[config.mk]
export PLATFORM = sky130hd
export DESIGN_NAME = psa_annunciator
export DESIGN_NICKNAME = d
export VERILOG_FILES = /design/src/logic/psa_pkg.sv /design/src/logic/psa_annunciator.sv
export VERILOG_INCLUDE_DIRS = /design/src /design/src/logic
export SDC_FILE = /design/constraint.sdc
export NUM_CORES = 1
export LEC_CHECK = 0
export BUFFER_PORTS_ARGS = -buffer_cell sky130_fd_sc_hd__clkbuf_2
export CAP_MARGIN = 25
export CORE_ASPECT_RATIO = 0.9
export CORE_MARGIN = 1.5
export CORE_UTILIZATION = 55
export CTS_CLUSTER_SIZE = 24
export DETAILED_ROUTE_END_ITERATION = 12
export HOLD_SLACK_MARGIN = 0.03
export MAX_ROUTING_LAYER = met4
export PLACE_DENSITY = 0.78
export SETUP_SLACK_MARGIN = 0.4
export SYNTH_ARGS = -nofsm -noshare
export SYNTH_HDL_FRONTEND = slang
export SYNTH_SLANG_ARGS = --single-unit
[constraint.sdc]
create_clock -name core_clk -period 3.3 [get_ports core_clk]
set_input_delay 0.33 -clock core_clk [delete_from_list [all_inputs] [get_ports core_clk]]
set_output_delay 0.33 -clock core_clk [all_outputs]
set_load 0.02 [all_outputs]
[src/logic/psa_defines.svh]
// offsets, field positions, reset values and timing counts of the annunciator
`ifndef PSA_DEFINES_SVH
`define PSA_DEFINES_SVH

// register byte offsets
`define PSA_OFS_CTRL        6'h00
`define PSA_OFS_HIGH_SP     6'h04
`define PSA_OFS_OVER_SP     6'h08
`define PSA_OFS_UNDER_SP    6'h0C
`define PSA_OFS_ACTIVE      6'h10
`define PSA_OFS_UNVIEWED    6'h14
`define PSA_OFS_TELEM       6'h18
`define PSA_OFS_IRQ_STATUS  6'h1C
`define PSA_OFS_IRQ_MASK    6'h20
`define PSA_OFS_OUTPUTS     6'h24

// control register fields
`define PSA_CTRL_AUX_EN     0
`define PSA_CTRL_AUX_CLOSED 1
`define PSA_CTRL_ANALOG     2
`define PSA_CTRL_REMOTE     3

// reset values
`define PSA_CTRL_RST        4'h0
`define PSA_HIGH_SP_RST     16'hFFFF
`define PSA_OVER_SP_RST     16'hFFFF
`define PSA_UNDER_SP_RST    16'h0000

// timing
`define PSA_CLK_HZ          100000000
`define PSA_FLOAT_HOLD_H    24
`define PSA_SEC_PER_HOUR    3600
`define PSA_FLASH_HALF_MS   500

`endif

[src/logic/psa_pkg.sv]
// types shared by the pump station alarm annunciator
package psa_pkg;

   // alarm bit positions, in this order
   typedef enum logic [3:0] {
      PSA_FLOAT_ORDER,
      PSA_START_FAIL,
      PSA_STOP_FAIL,
      PSA_HIGH_LEVEL,
      PSA_LOW_LEVEL,
      PSA_BIAS_SUPPLY,
      PSA_MAINS_LOSS,
      PSA_TRANSDUCER,
      PSA_PHASE_VOLTAGE,
      PSA_PHASE_ORDER,
      PSA_SPARE_CONTACT
   } psa_alarm_idx_t;

   typedef logic [10:0] psa_alarm_vec_t;
   typedef logic [7:0]  psa_slot_vec_t;

   // field pins, all asynchronous to core_clk
   typedef struct packed {
      logic [3:0] level_floats;    // off, lead, lag, high float (bit 3)
      logic       spare_contact;   // 1 = contact closed
      logic       bias_fault;      // isolated bias supply out of limits
      logic       mains_present;
      logic       on_battery;
      logic       phase_missing;
      logic       phase_reversed;
      logic [2:0] hand_switch;     // manual override per pump
   } psa_pins_t;

   // line voltage measurements from the analog front end
   typedef struct packed {
      logic [15:0] line_ab;
      logic [15:0] line_ac;
   } psa_volts_t;

endpackage

[src/logic/psa_annunciator.sv]
// pump station alarm annunciator with avalon-mm register slave
//
// Overview of operation
// - lamp lit while alarms unviewed; flashes if any active, steady otherwise
// - message flashes while active, turns static when condition clears
// - cleared alarm kept in log until viewed, then removed from display
// - lamp goes off on leaving alarm screen when nothing active
// - active alarms shown locally and reported to telemetry when remote
// - telemetry cannot clear messages or lamp; only local screen can
// - mains loss alarm when ac interrupted, detectable only on battery
// - spare contact alarm when enabled and contact in chosen state
// - bias supply alarm whenever isolated bias supply is faulty
// - float order alarm on out-of-sequence floats, held till viewed or 24h
// - telemetry float order clears at next pump cycle without fault
// - high level from high float, or analog level above set point
// - phase fault disables pump outputs, energises light and horn relays
// - phase order alarm also on missing phase or power interruption
// - manual override switches run pumps despite a phase fault
// - phase voltage fault when line voltage outside over/under set points
// - three alarm pairs share display slots
// - leaving alarm screen purges every inactive alarm from log
//
// Design decisions made here: the placing of the registers and the Avalon-MM register port.
`timescale 1ns/10ps
`default_nettype none
`include "psa_defines.svh"

module psa_annunciator #(
   parameter logic [47:0] FLOAT_HOLD_CYCLES =
      48'(`PSA_FLOAT_HOLD_H) * 48'(`PSA_SEC_PER_HOUR) * 48'(`PSA_CLK_HZ),
   parameter logic [31:0] FLASH_HALF_CYCLES =
      32'(`PSA_FLASH_HALF_MS * (`PSA_CLK_HZ / 1000))
) (
   // clock and reset
   input  wire logic                    core_clk,
   input  wire logic                    rst,
   // avalon-mm slave
   input  wire logic [5:0]              avs_address,
   input  wire logic                    avs_read,
   input  wire logic                    avs_write,
   input  wire logic [31:0]             avs_writedata,
   input  wire logic [3:0]              avs_byteenable,
   output logic [31:0]                  avs_readdata,
   output logic                         avs_waitrequest,
   output logic                         irq,
   // field pins
   input  wire psa_pkg::psa_pins_t      pins,
   // conditions from on-chip pump and measurement logic
   input  wire psa_pkg::psa_volts_t     volts,
   input  wire logic [15:0]             level_value,
   input  wire logic                    start_fail_in,
   input  wire logic                    stop_fail_in,
   input  wire logic                    low_level_in,
   input  wire logic                    transducer_in,
   input  wire logic                    pump_cycle_done,
   input  wire logic [2:0]              pump_auto_req,
   // local operator screen
   input  wire logic                    screen_open,
   // outputs
   output logic [2:0]                   pump_out,
   output logic                         alarm_light_relay,
   output logic                         horn_relay,
   output logic                         alarm_lamp,
   output psa_pkg::psa_slot_vec_t       slot_shown,
   output psa_pkg::psa_slot_vec_t       slot_flash,
   output psa_pkg::psa_slot_vec_t       slot_second,
   output psa_pkg::psa_alarm_vec_t      telem_alarms
);

   // ==========================================================
   // functions
   // ==========================================================
   // a higher float on while a lower one is off is out of order
   function automatic logic floats_bad(input logic [3:0] f);
      floats_bad = (f[3] & ~f[2]) | (f[2] & ~f[1]) | (f[1] & ~f[0]);
   endfunction

   function automatic logic out_of_range(input logic [15:0] v,
                                         input logic [15:0] hi,
                                         input logic [15:0] lo);
      out_of_range = (v > hi) | (v < lo);
   endfunction

   // fold eleven alarms into eight display slots
   function automatic psa_pkg::psa_slot_vec_t to_slots(
         input psa_pkg::psa_alarm_vec_t a);
      to_slots = {a[10], a[9] | a[8], a[7], a[6], a[5], a[4] | a[3],
                  a[2] | a[1], a[0]};
   endfunction

   // ==========================================================
   // pin synchronisers
   // ==========================================================
   psa_pkg::psa_pins_t pins_meta_reg;
   psa_pkg::psa_pins_t pins_sync_reg;

   // two stages; only the second stage is read below
   always_ff @(posedge core_clk) begin
      if (rst) begin
         // idle with mains present, so reset alone sets no phase event
         pins_meta_reg <= '{mains_present: 1'b1, default: '0};
         pins_sync_reg <= '{mains_present: 1'b1, default: '0};
      end else begin
         pins_meta_reg <= pins;
         pins_sync_reg <= pins_meta_reg;
      end
   end

   // ==========================================================
   // register file
   // ==========================================================
   logic [3:0]               ctrl_reg;
   logic [15:0]              high_sp_reg;
   logic [15:0]              over_sp_reg;
   logic [15:0]              under_sp_reg;
   psa_pkg::psa_alarm_vec_t  irq_status_reg;
   psa_pkg::psa_alarm_vec_t  irq_mask_reg;
   logic                     ack_reg;
   logic                     wr_fire;
   logic [31:0]              wmask;
   logic [31:0]              wdata_m;
   logic [31:0]              rd_next;

   // one wait state per access; write lands when waitrequest is low
   assign avs_waitrequest = (avs_read | avs_write) & ~ack_reg;
   assign wr_fire         = avs_write & ack_reg;
   assign wmask = {{8{avs_byteenable[3]}}, {8{avs_byteenable[2]}},
                   {8{avs_byteenable[1]}}, {8{avs_byteenable[0]}}};
   assign wdata_m = avs_writedata & wmask;

   always_ff @(posedge core_clk) begin
      if (rst) begin
         ack_reg <= 1'b0;
      end else begin
         ack_reg <= (avs_read | avs_write) & ~ack_reg;
      end
   end

   // writable configuration; the log registers have no write path,
   // so a telemetry master on this bus cannot clear them
   always_ff @(posedge core_clk) begin
      if (rst) begin
         ctrl_reg     <= `PSA_CTRL_RST;
         high_sp_reg  <= `PSA_HIGH_SP_RST;
         over_sp_reg  <= `PSA_OVER_SP_RST;
         under_sp_reg <= `PSA_UNDER_SP_RST;
         irq_mask_reg <= '0;
      end else if (wr_fire) begin
         unique case (avs_address)
            `PSA_OFS_CTRL: begin
               ctrl_reg <= (ctrl_reg & ~wmask[3:0]) | wdata_m[3:0];
            end
            `PSA_OFS_HIGH_SP: begin
               high_sp_reg <= (high_sp_reg & ~wmask[15:0]) | wdata_m[15:0];
            end
            `PSA_OFS_OVER_SP: begin
               over_sp_reg <= (over_sp_reg & ~wmask[15:0]) | wdata_m[15:0];
            end
            `PSA_OFS_UNDER_SP: begin
               under_sp_reg <= (under_sp_reg & ~wmask[15:0])
                               | wdata_m[15:0];
            end
            `PSA_OFS_IRQ_MASK: begin
               irq_mask_reg <= (irq_mask_reg & ~wmask[10:0])
                               | wdata_m[10:0];
            end
            default: begin
            end
         endcase
      end
   end

   // ==========================================================
   // alarm conditions
   // ==========================================================
   logic                     float_now;
   logic                     high_level_now;
   logic                     volt_fault_now;
   logic                     phase_order_now;
   logic                     phase_fault;
   logic                     mains_loss_now;
   logic                     spare_now;
   logic                     float_local_reg;
   logic                     float_telem_reg;
   logic                     cycle_fault_reg;
   logic [47:0]              float_age_reg;
   psa_pkg::psa_alarm_vec_t  active;

   assign float_now = floats_bad(pins_sync_reg.level_floats);
   // analog mode compares against the set point, else the high float
   assign high_level_now = ctrl_reg[`PSA_CTRL_ANALOG]
                           ? (level_value > high_sp_reg)
                           : pins_sync_reg.level_floats[3];
   assign volt_fault_now =
      out_of_range(volts.line_ab, over_sp_reg, under_sp_reg) |
      out_of_range(volts.line_ac, over_sp_reg, under_sp_reg);
   assign phase_order_now = pins_sync_reg.phase_reversed |
                            pins_sync_reg.phase_missing |
                            ~pins_sync_reg.mains_present;
   // without the battery the block is unpowered, so no alarm then
   assign mains_loss_now = pins_sync_reg.on_battery &
                           ~pins_sync_reg.mains_present;
   assign spare_now = ctrl_reg[`PSA_CTRL_AUX_EN] &
                      (pins_sync_reg.spare_contact
                       == ctrl_reg[`PSA_CTRL_AUX_CLOSED]);
   assign phase_fault = pins_sync_reg.phase_missing |
                        pins_sync_reg.phase_reversed |
                        volt_fault_now;

   // local float alarm: held until viewed or hold time expires
   always_ff @(posedge core_clk) begin
      if (rst) begin
         float_local_reg <= 1'b0;
         float_age_reg   <= '0;
      end else if (float_now) begin
         float_local_reg <= 1'b1;
         float_age_reg   <= '0;
      end else if (float_local_reg) begin
         if (screen_open || float_age_reg >= FLOAT_HOLD_CYCLES - 48'h1) begin
            float_local_reg <= 1'b0;
            float_age_reg   <= '0;
         end else begin
            float_age_reg <= float_age_reg + 48'h1;
         end
      end
   end

   // telemetry float alarm ends with a clean pump cycle
   always_ff @(posedge core_clk) begin
      if (rst) begin
         float_telem_reg <= 1'b0;
         cycle_fault_reg <= 1'b0;
      end else begin
         if (float_now) begin
            float_telem_reg <= 1'b1;
         end else if (pump_cycle_done && !cycle_fault_reg) begin
            float_telem_reg <= 1'b0;
         end
         if (pump_cycle_done) begin
            cycle_fault_reg <= float_now;
         end else if (float_now) begin
            cycle_fault_reg <= 1'b1;
         end
      end
   end

   always_comb begin
      active = '0;
      active[psa_pkg::PSA_FLOAT_ORDER]   = float_local_reg | float_now;
      active[psa_pkg::PSA_START_FAIL]    = start_fail_in;
      active[psa_pkg::PSA_STOP_FAIL]     = stop_fail_in;
      active[psa_pkg::PSA_HIGH_LEVEL]    = high_level_now;
      active[psa_pkg::PSA_LOW_LEVEL]     = low_level_in;
      active[psa_pkg::PSA_BIAS_SUPPLY]   = pins_sync_reg.bias_fault;
      active[psa_pkg::PSA_MAINS_LOSS]    = mains_loss_now;
      active[psa_pkg::PSA_TRANSDUCER]    = transducer_in;
      active[psa_pkg::PSA_PHASE_VOLTAGE] = volt_fault_now;
      active[psa_pkg::PSA_PHASE_ORDER]   = phase_order_now;
      active[psa_pkg::PSA_SPARE_CONTACT] = spare_now;
   end

   // ==========================================================
   // alarm log and lamp
   // ==========================================================
   psa_pkg::psa_alarm_vec_t  unviewed_reg;
   psa_pkg::psa_alarm_vec_t  active_prev_reg;
   logic                     screen_prev_reg;
   logic                     screen_leave;
   logic [31:0]              flash_cnt_reg;
   logic                     flash_reg;
   logic                     any_active;
   logic                     any_unviewed;

   assign screen_leave = screen_prev_reg & ~screen_open;

   // active alarms always enter the log; inactive ones leave it when
   // seen on screen or when the screen is exited
   always_ff @(posedge core_clk) begin
      if (rst) begin
         unviewed_reg    <= '0;
         screen_prev_reg <= 1'b0;
      end else begin
         screen_prev_reg <= screen_open;
         if (screen_open || screen_leave) begin
            unviewed_reg <= active;
         end else begin
            unviewed_reg <= unviewed_reg | active;
         end
      end
   end

   // flash divider: toggles every half period
   always_ff @(posedge core_clk) begin
      if (rst) begin
         flash_cnt_reg <= '0;
         flash_reg     <= 1'b0;
      end else if (flash_cnt_reg >= FLASH_HALF_CYCLES - 32'h1) begin
         flash_cnt_reg <= '0;
         flash_reg     <= ~flash_reg;
      end else begin
         flash_cnt_reg <= flash_cnt_reg + 32'h1;
      end
   end

   assign any_active   = |active;
   assign any_unviewed = |unviewed_reg;

   // lamp and display, registered
   always_ff @(posedge core_clk) begin
      if (rst) begin
         alarm_lamp  <= 1'b0;
         slot_shown  <= '0;
         slot_flash  <= '0;
         slot_second <= '0;
      end else begin
         // after exit the log holds only active alarms, so lamp drops when none is active
         alarm_lamp  <= any_active ? flash_reg : any_unviewed;
         slot_shown  <= to_slots(unviewed_reg | active);
         slot_flash  <= flash_reg ? to_slots(active) : '0;
         // second member of stop, low and phase order pairs, alone only
         slot_second <= to_slots(active & ~(active << 1) & 11'h214);
      end
   end

   // ==========================================================
   // pump gating, relays, telemetry
   // ==========================================================
   always_ff @(posedge core_clk) begin
      if (rst) begin
         pump_out          <= '0;
         alarm_light_relay <= 1'b0;
         horn_relay        <= 1'b0;
         telem_alarms      <= '0;
      end else begin
         // hand switches bypass the phase monitor on purpose
         pump_out <= (pump_auto_req & {3{~phase_fault}})
                     | pins_sync_reg.hand_switch;
         alarm_light_relay <= phase_fault;
         horn_relay        <= phase_fault;
         if (ctrl_reg[`PSA_CTRL_REMOTE]) begin
            telem_alarms <= {active[10:1], float_telem_reg};
         end else begin
            telem_alarms <= '0;
         end
      end
   end

   // ==========================================================
   // interrupts and read data
   // ==========================================================
   // new activations set sticky bits; a set beats a same-cycle clear
   always_ff @(posedge core_clk) begin
      if (rst) begin
         irq_status_reg  <= '0;
         active_prev_reg <= '0;
         irq             <= 1'b0;
      end else begin
         active_prev_reg <= active;
         if (wr_fire && avs_address == `PSA_OFS_IRQ_STATUS) begin
            irq_status_reg <= (irq_status_reg & ~wdata_m[10:0])
                              | (active & ~active_prev_reg);
         end else begin
            irq_status_reg <= irq_status_reg | (active & ~active_prev_reg);
         end
         irq <= |(irq_status_reg & irq_mask_reg);
      end
   end

   always_comb begin
      rd_next = 32'h0;
      unique case (avs_address)
         `PSA_OFS_CTRL:       rd_next = {28'h0, ctrl_reg};
         `PSA_OFS_HIGH_SP:    rd_next = {16'h0, high_sp_reg};
         `PSA_OFS_OVER_SP:    rd_next = {16'h0, over_sp_reg};
         `PSA_OFS_UNDER_SP:   rd_next = {16'h0, under_sp_reg};
         `PSA_OFS_ACTIVE:     rd_next = {21'h0, active};
         `PSA_OFS_UNVIEWED:   rd_next = {21'h0, unviewed_reg};
         `PSA_OFS_TELEM:      rd_next = {21'h0, telem_alarms};
         `PSA_OFS_IRQ_STATUS: rd_next = {21'h0, irq_status_reg};
         `PSA_OFS_IRQ_MASK:   rd_next = {21'h0, irq_mask_reg};
         `PSA_OFS_OUTPUTS:    rd_next = {26'h0, pump_out, horn_relay,
                                         alarm_light_relay, alarm_lamp};
         default:             rd_next = 32'h0;
      endcase
   end

   // captured in the wait cycle, stands while waitrequest is low
   always_ff @(posedge core_clk) begin
      if (rst) begin
         avs_readdata <= '0;
      end else if (avs_read && !ack_reg) begin
         avs_readdata <= rd_next;
      end
   end

endmodule // psa_annunciator
`default_nettype wire

==> flow_metrics.py, run 1 <==
metrics = {
    "cells_and_area": {
        "n_fill_cell": 1792,
        "drive_above_1_share": 0.1505,
        "num_antenna_cells": 0,
        "nets": 1797,
        "syn_to_final_growth_pct": 16.75,
    },
    "floorplanning": {
        "die_w_um": 161.5,
        "dieArea_sq_um": 23520,
        "start_util": 0.5681,
        "io_pins": 191,
        "die-height_um": 145.6,
        "coreArea_sq_um": 21890,
        "num_rows": 51,
    },
    "sta": {
        "setup-violations-final": 0,
        "finalSetupTns_ns": 0,
        "post-route-min-period_ns": 2.646,
        "skew_ns": 0.02283,
        "max_freq_ghz": 0.3779,
        "maxSlewViolCount": 0,
        "tightestPinTransition_ns": 0.8509,
        "fin_crit_sh": 0.8019,
        "rsz0062_at_grt": "no",
        "relSlewSlack": 0.4327,
        "finalHoldViolCount": 0,
    },
    "critical_path": {
        "worst-path-max-fanout": 3,
        "cp.required_ns": 3.78,
        "crit_family": "simple AND/OR/NAND/NOR gates",
        "critPathKind": "reg2reg",
        "end_kind": "flop",
        "max_stage_delay_ns": 0.52,
        "worst_path_max_delay_cell": "nor4_1",
        "reg2reg_to": "alarm_lamp$_SDFF_PP0_",
        "start_kind": "flop",
        "worst-endpoint-arrival_ns": 3.13,
        "cpMostUsedCell": "nor4_1",
        "reg2reg_depth": 9,
        "crit_buf_inv": 1,
        "crit_chain": "inv_1, ha_1, a21oi_1, nand2_1, a211o_1, nor4_1, o21ai_0, nor4_1, mux2i_1",
        "r2r_slack_ns": 0.65,
    },
    "synth": {
        "netlist_area_sq_um": 12430,
        "async_flop_share": 0,
        "syn_inst": 1441,
        "ys.flop_type": "dfxtp_1",
        "synth_edf_count": 0,
        "syn_area_per_cell_sq_um": 8.628,
        "synth_cell_types": 72,
        "yosys_register_bits": 260,
        "ys_seq_area_frac": 0.4186,
        "yosysWarnings": 0,
    },
    "clock_tree": {
        "clock_path_buffers": 3,
        "cts_tree": "done",
        "cts-root-buf": "clkbuf_16",
        "clock_latency_ns": 0.56,
        "cts_max_level": 1,
        "post-cts-setup-buffer-count": 0,
        "numCtsBuffers": 27,
        "clkTransAtPathRegs_ns": 0.06,
        "clock-sinks": 260,
    },
    "outcome": {
        "run_status": "finished, final reports clean",
    },
    "hold_path": {
        "hp-start": "screen_open",
        "hold_path_class": "in2reg",
        "whs_path_depth": 2,
        "min_to": "screen_prev_reg$_SDFF_PP0_",
    },
    "drt": {
        "wl_per_cell_um": 17.80,
        "drt_iter0_drc": 1057,
        "first_pass_iters": 5,
        "drt-total-wl_um": 34030,
        "drcViolationCount": 0,
        "ant_nets": 0,
        "vias": 11160,
        "detail_route.vias_per_cell": 5.837,
    },
    "grt": {
        "antenna_found_initial": 0,
        "track_usage": 0.2921,
        "overflow": 0,
        "grt_pass1_vias": 10210,
        "grt_max_degree": 71,
        "grt_pass1_wl_um": 53750,
    },
    "placed_design": {
        "gp_congestion": 0.9931,
        "portBuffers": 151,
        "place.detailed.hpwl_um": 24970,
    },
    "run": {
        "drv_cap": 0,
    },
    "pwr": {
        "ir_drop_mv": 0.4899,
        "p_leak_nw": 6.293,
        "power-per-cell-area_nw_per_um2": 480.7,
        "power_mw": 6.978,
    },
}
cells in the mapped netlist (3+ instances only):
cell / n / area, sq um
o31ai_1: 6 / 45.04
inv_1: 63 / 236.5
a22o_1: 15 / 131.4
or2_2: 7 / 43.79
o211ai_1: 35 / 262.8
and2_1: 21 / 131.4
nor4_1: 14 / 87.58
ha_1: 80 / 1001
mux2i_1: 35 / 350.3
nor2_1: 141 / 529.3
xor2_1: 17 / 148.9
and4_1: 6 / 52.55
o22ai_1: 3 / 18.77
dfxtp_1: 260 / 5205
nand4_1: 27 / 168.9
o21a_1: 7 / 52.55
nand2_1: 159 / 596.8
a22oi_1: 15 / 112.6
a32o_1: 5 / 50.05
nor3b_1: 3 / 22.52
buf_4: 25 / 187.7
a211oi_1: 7 / 52.55
a21o_1: 19 / 142.6
a222oi_1: 5 / 50.05
a41oi_1: 8 / 70.07
a221oi_1: 10 / 87.58
nor2b_1: 51 / 319.1
o21ai_0: 44 / 220.2
a31oi_1: 31 / 193.9
buf_2: 5 / 25.02
a32oi_1: 4 / 35.03
nor3_1: 24 / 120.1
clkbuf_1: 42 / 157.7
a21oi_1: 102 / 510.5
nand2b_1: 8 / 50.05
xnor2_1: 11 / 96.34
nand3_1: 59 / 295.3
and3_1: 21 / 131.4
buf_1: 5 / 18.77
cells by family (layout without fill, tap and decap cells):
group           Yosys count  in the layout  synth area share
simple gates            557            557            0.2185
compound gates          336            336            0.1813
flops                   260            260            0.4186
buf+inv                 144            298           0.05283
fa+ha+maj                80             80           0.08051
mux                      35             35           0.02818
xor+xnor                 28             28           0.01972
other cells               1             27         0.0003016
where the power goes:
part	switching [mW]	total (mW)	internal, mW
logic	0.339	0.526	0.187
clock network	1.29	3.20	1.91
registers	0.0470	3.25	3.21
metal layers:
metal,wire (um),vias up,track usage
met1,16260,5220,0.4250
met3,2321,88,0.03990
met5,0,-,-
met2,14330,423,0.4142
met4,1118,0,0.09769
li1,-,5429,-
metrics by stage:
stage	hold WS [ns]	setup slack [ns]	instances	utilization	instance area [sq um]
floorplan	0.3895	0.9605	1467	-	12530
global placement	0.3952	0.4490	1850	0.6134	13430
detailed placement	0.4085	0.3825	1850	0.6134	13430
CTS	0.05952	0.6465	1912	0.6631	14510
global route	0.08098	0.4236	1912	0.6632	14520
finish	0.06736	0.6536	1912	0.6632	14520
repair_timing:
item                                   CTS  global route
setup endpoints to repair                3             5
gates resized for setup                  1             1
endpoints found under the hold margin   13             0
hold buffers                            13             0
worst reg2reg max path, cell delays in order, from the launching register on:
cell and delay [ns]:
dfxtp_1 0.33, inv_1 0.07, ha_1 0.31, a21oi_1 0.17, nand2_1 0.07, a211o_1 0.31
nor4_1 0.52, o21ai_0 0.22, nor4_1 0.36, mux2i_1 0.23
placed cells by master, fill, tap and decap left out, types with 24 or more instances in the layout:
cell	netlist	final
a21oi_1	102	102
a31oi_1	31	31
clkbuf_16	0	27
clkbuf_2	1	150
conb_1	1	27
dfxtp_1	260	260
ha_1	80	80
inv_1	63	63
mux2i_1	35	35
nand2_1	159	159
nand3_1	59	59
nand4_1	27	27
nor2_1	141	140
nor2b_1	51	51
nor3_1	24	24
o211ai_1	35	35
o21ai_0	44	44
worst max-delay path by stage:
stage	start	end	cells past startpoint	slack (ns)
after floorplan	flop	pump_out[0]$_SDFF_PP0_	8	0.96
after global placement	volts[7]	pump_out[2]$_SDFF_PP0_	8	0.45
after detailed placement	flop	pump_out[2]$_SDFF_PP0_	9	0.38
after CTS	flop	pump_out[2]$_SDFF_PP0_	9	0.65
after global routing	flop	alarm_lamp$_SDFF_PP0_	10	0.42
final	flop	alarm_lamp$_SDFF_PP0_	9	0.65
final cells by class:
type / instances / area (sq um) / share of cell area
Sequential cell: 260 / 5205 / 0.3586
Clock buffer: 37 / 783.3 / 0.05396
Tap cell: 291 / 364.1 / 0.02508
Timing Repair Buffer: 185 / 1059 / 0.07292
Clock inverter: 12 / 167.7 / 0.01155
Inverter: 64 / 240.2 / 0.01655
Multi-Input combinational cell: 1063 / 6696 / 0.4613
Note: power is estimated with default switching activity, not from simulation.
==> run 2, diff against run 1 <==
==> constraint.sdc (replaced) <==
create_clock -name core_clk -period 2.7 [get_ports core_clk]
set_input_delay 0.27 -clock core_clk [delete_from_list [all_inputs] [get_ports core_clk]]
set_output_delay 0.27 -clock core_clk [all_outputs]
set_load 0.02 [all_outputs]
==> run 2 against run 1 <==
  * Routed wire length is 9.5% higher
  * Sequential power is 22% higher
  * Register-to-register slack worse by 0.38 ns
  * Clock skew is 0.014 ns lower
  * Cell count is 2.5% higher
  * Clock power is 21% higher
  * Critical path depth is 3 higher
  * Critical path type unchanged
  * Critical endpoint is now float_age_reg[31]$_SDFFE_PP0P_
  * Largest power group unchanged
==> flow_metrics.py, run 2 (synthesis gave the netlist of run 1 again) <==
metrics = {
    "placed_design": {
        "portBuffers": 151,
        "dp_cells": 1864,
        "place.detailed.hpwl_um": 24810,
        "gp_congestion": 1.015,
    },
    "cells_and_area": {
        "drive_above_1_share": 0.2242,
        "stdcell_count": 1959,
        "final_cell_mix": "233 x dfxtp_1, 156 x nand2_1, 150 x clkbuf_2, 139 x nor2_1, 97 x a21oi_1",
        "num_antenna_cells": 0,
        "final_util": 0.7091,
        "layout_commonest_cell": "dfxtp_1",
        "syn_to_final_growth_pct": 24.84,
        "n_fill_cell": 1611,
        "nets": 1846,
    },
    "sta": {
        "finalSetupTns_ns": 0,
        "setup-violations-final": 0,
        "finalHoldViolCount": 0,
        "rsz0062_at_grt": "yes",
        "relSlewSlack": 0.5461,
        "fin_crit_sh": 0.8985,
        "tightestPinTransition_ns": 0.6757,
        "max_freq_ghz": 0.4122,
        "maxSlewViolCount": 0,
        "skew_ns": 0.008663,
        "post-route-min-period_ns": 2.426,
        "whs_ns": 0.03360,
    },
    "grt": {
        "grt_pass1_wl_um": 56830,
        "antenna_found_initial": 0,
        "grt_max_degree": 122,
        "track_usage": 0.3073,
        "grt_pass1_vias": 10930,
        "overflow": 0,
    },
    "pwr": {
        "intPower_mw": 6.557,
        "ir_drop_mv": 0.6134,
        "switching_power_mw": 2.041,
        "power-per-cell-area_nw_per_um2": 553.9,
        "p_clk_frac": 0.449,
        "sw_frac_of_total": 0.2374,
        "seqPwrFrac": 0.462,
        "p_leak_nw": 6.580,
        "p_comb_frac": 0.089,
    },
    "drt": {
        "detail_route.vias_per_cell": 6.112,
        "ant_nets": 0,
        "first_pass_iters": 6,
        "wl_met2_um": 16490,
        "wl_per_cell_um": 19.02,
        "route.met3.wl_um": 3420,
        "drt-total-wl_um": 37260,
        "vias": 11970,
        "met1_length_um": 15940,
        "drt_iter0_drc": 1468,
        "highest_layer": "met4",
        "drcViolationCount": 0,
    },
    "floorplanning": {
        "coreArea_sq_um": 21890,
        "io_pins": 191,
        "dieArea_sq_um": 23520,
        "num_rows": 51,
        "start_util": 0.5681,
        "die_w_um": 161.5,
        "die-height_um": 145.6,
    },
    "critical_path": {
        "max_stage_delay_ns": 0.36,
        "crit_chain": "ha_4, and3_4, and3_4, a211oi_4, o2111ai_4, a21oi_4, buf_12, buf_8, buf_12, buf_16, a21oi_1, a31oi_1",
        "cp.required_ns": 3.15,
        "worst-path-max-fanout": 8,
        "start_kind": "flop",
        "r2r_slack_ns": 0.27,
        "reg2reg_from": "float_age_reg[0]$_SDFFE_PP0P_",
        "critPathKind": "reg2reg",
        "end_kind": "flop",
        "worst-endpoint-arrival_ns": 2.88,
        "worst_path_max_delay_cell": "dfxtp_4",
        "reg2reg_to": "float_age_reg[31]$_SDFFE_PP0P_",
        "reg2reg_depth": 12,
    },
    "hold_path": {
        "min_to": "cycle_fault_reg$_SDFFE_PP0P_",
        "hp-start": "pump_cycle_done",
        "whs_path_depth": 4,
        "hold_path_class": "in2reg",
    },
    "outcome": {
        "run_status": "finished, final reports clean",
    },
    "clock_tree": {
        "cts-root-buf": "clkbuf_16",
        "clock_latency_ns": 0.54,
        "clock-sinks": 260,
        "clock_path_buffers": 3,
        "cts_max_level": 1,
        "cts_tree": "done",
        "clkTransAtPathRegs_ns": 0.06,
        "numCtsBuffers": 26,
    },
    "run": {
        "drv_cap": 0,
    },
}
==> run 2: cell count changes in the layout (fill, tap and decap cells not counted), sizes merged <==
cell,delta
clkbuf,+1
bufinv,+1
inv,-1
clkinv,-1
dlygate4sd3,+3
buf,+44
==> run 2: critical path: cells and delay by family, from the launching register on <==
kind	cells	cell delay, ns
AO/OA/AOI/OAI	5	0.96
adder cells (fa/ha/maj)	1	0.16
buffers and inverters	4	0.47
flip-flops	1	0.36
AND/OR/NAND/NOR	2	0.39
==> run 2: worst max-delay path by stage <==
stage               slack (ns)  cells past startpoint                           from                        endpoint
global placement          0.22                      9                           flop           alarm_lamp$_SDFF_PP0_
floorplan                 0.40                      8                           flop          pump_out[0]$_SDFF_PP0_
detailed placement        0.13                      9                           flop           alarm_lamp$_SDFF_PP0_
finish                    0.27                     12  float_age_reg[0]$_SDFFE_PP0P_  float_age_reg[31]$_SDFFE_PP0P_
global route              0.24                     12  float_age_reg[0]$_SDFFE_PP0P_  float_age_reg[31]$_SDFFE_PP0P_
CTS                       0.36                      9                           flop          pump_out[1]$_SDFF_PP0_
==> run 2: per-layer routing <==
metal | vias to the layer above | global-route usage
met3 | 121 | 0.04902
met4 | 0 | 0.09722
met5 | - | -
met1 | 5652 | 0.4231
li1 | 5541 | -
met2 | 660 | 0.4612
==> run 2: cell type report <==
type	count	area [sq um]	area share
timing repair buffer	235	1695	0.1092
inverter	64	245.2	0.01580
clock buffer	35	754.5	0.04861
clock inverter	11	168.9	0.01088
tap	291	364.1	0.02346
multi-input combinational	1063	7049	0.4542
sequential	260	5244	0.3378
==> run 2: through the flow <==
stage | area [sq um] | setup slack [ns] | power, mW
after floorplan | 12530 | 0.4025 | 4.437
after global placement | 13560 | 0.2196 | 4.664
after detailed placement | 13560 | 0.1323 | 4.680
after CTS | 15100 | 0.3638 | 8.537
after global routing | 15520 | 0.2393 | 8.832
final | 15520 | 0.2741 | 8.598
==> run 2: power by group through the flow <==
stage          clock (mW)  sequential, mW  combinational [mW]
2_1_floorplan           0            4.06               0.378
3_3_place_gp            0            4.06               0.608
3_5_place_dp            0            4.06               0.623
4_1_cts              3.87            3.97               0.698
5_1_grt              4.03            3.98               0.824
6_report             3.86            3.97               0.766
==> run 2: repair_timing <==
action                                  4_1_cts  5_1_grt
buffers inserted                             14       11
pin swaps                                     7       13
hold buffers                                 16        0
resized for setup                            61       54
endpoints found under the setup margin       55       60
gates cloned                                  4        4
endpoints found under the hold margin        16        0
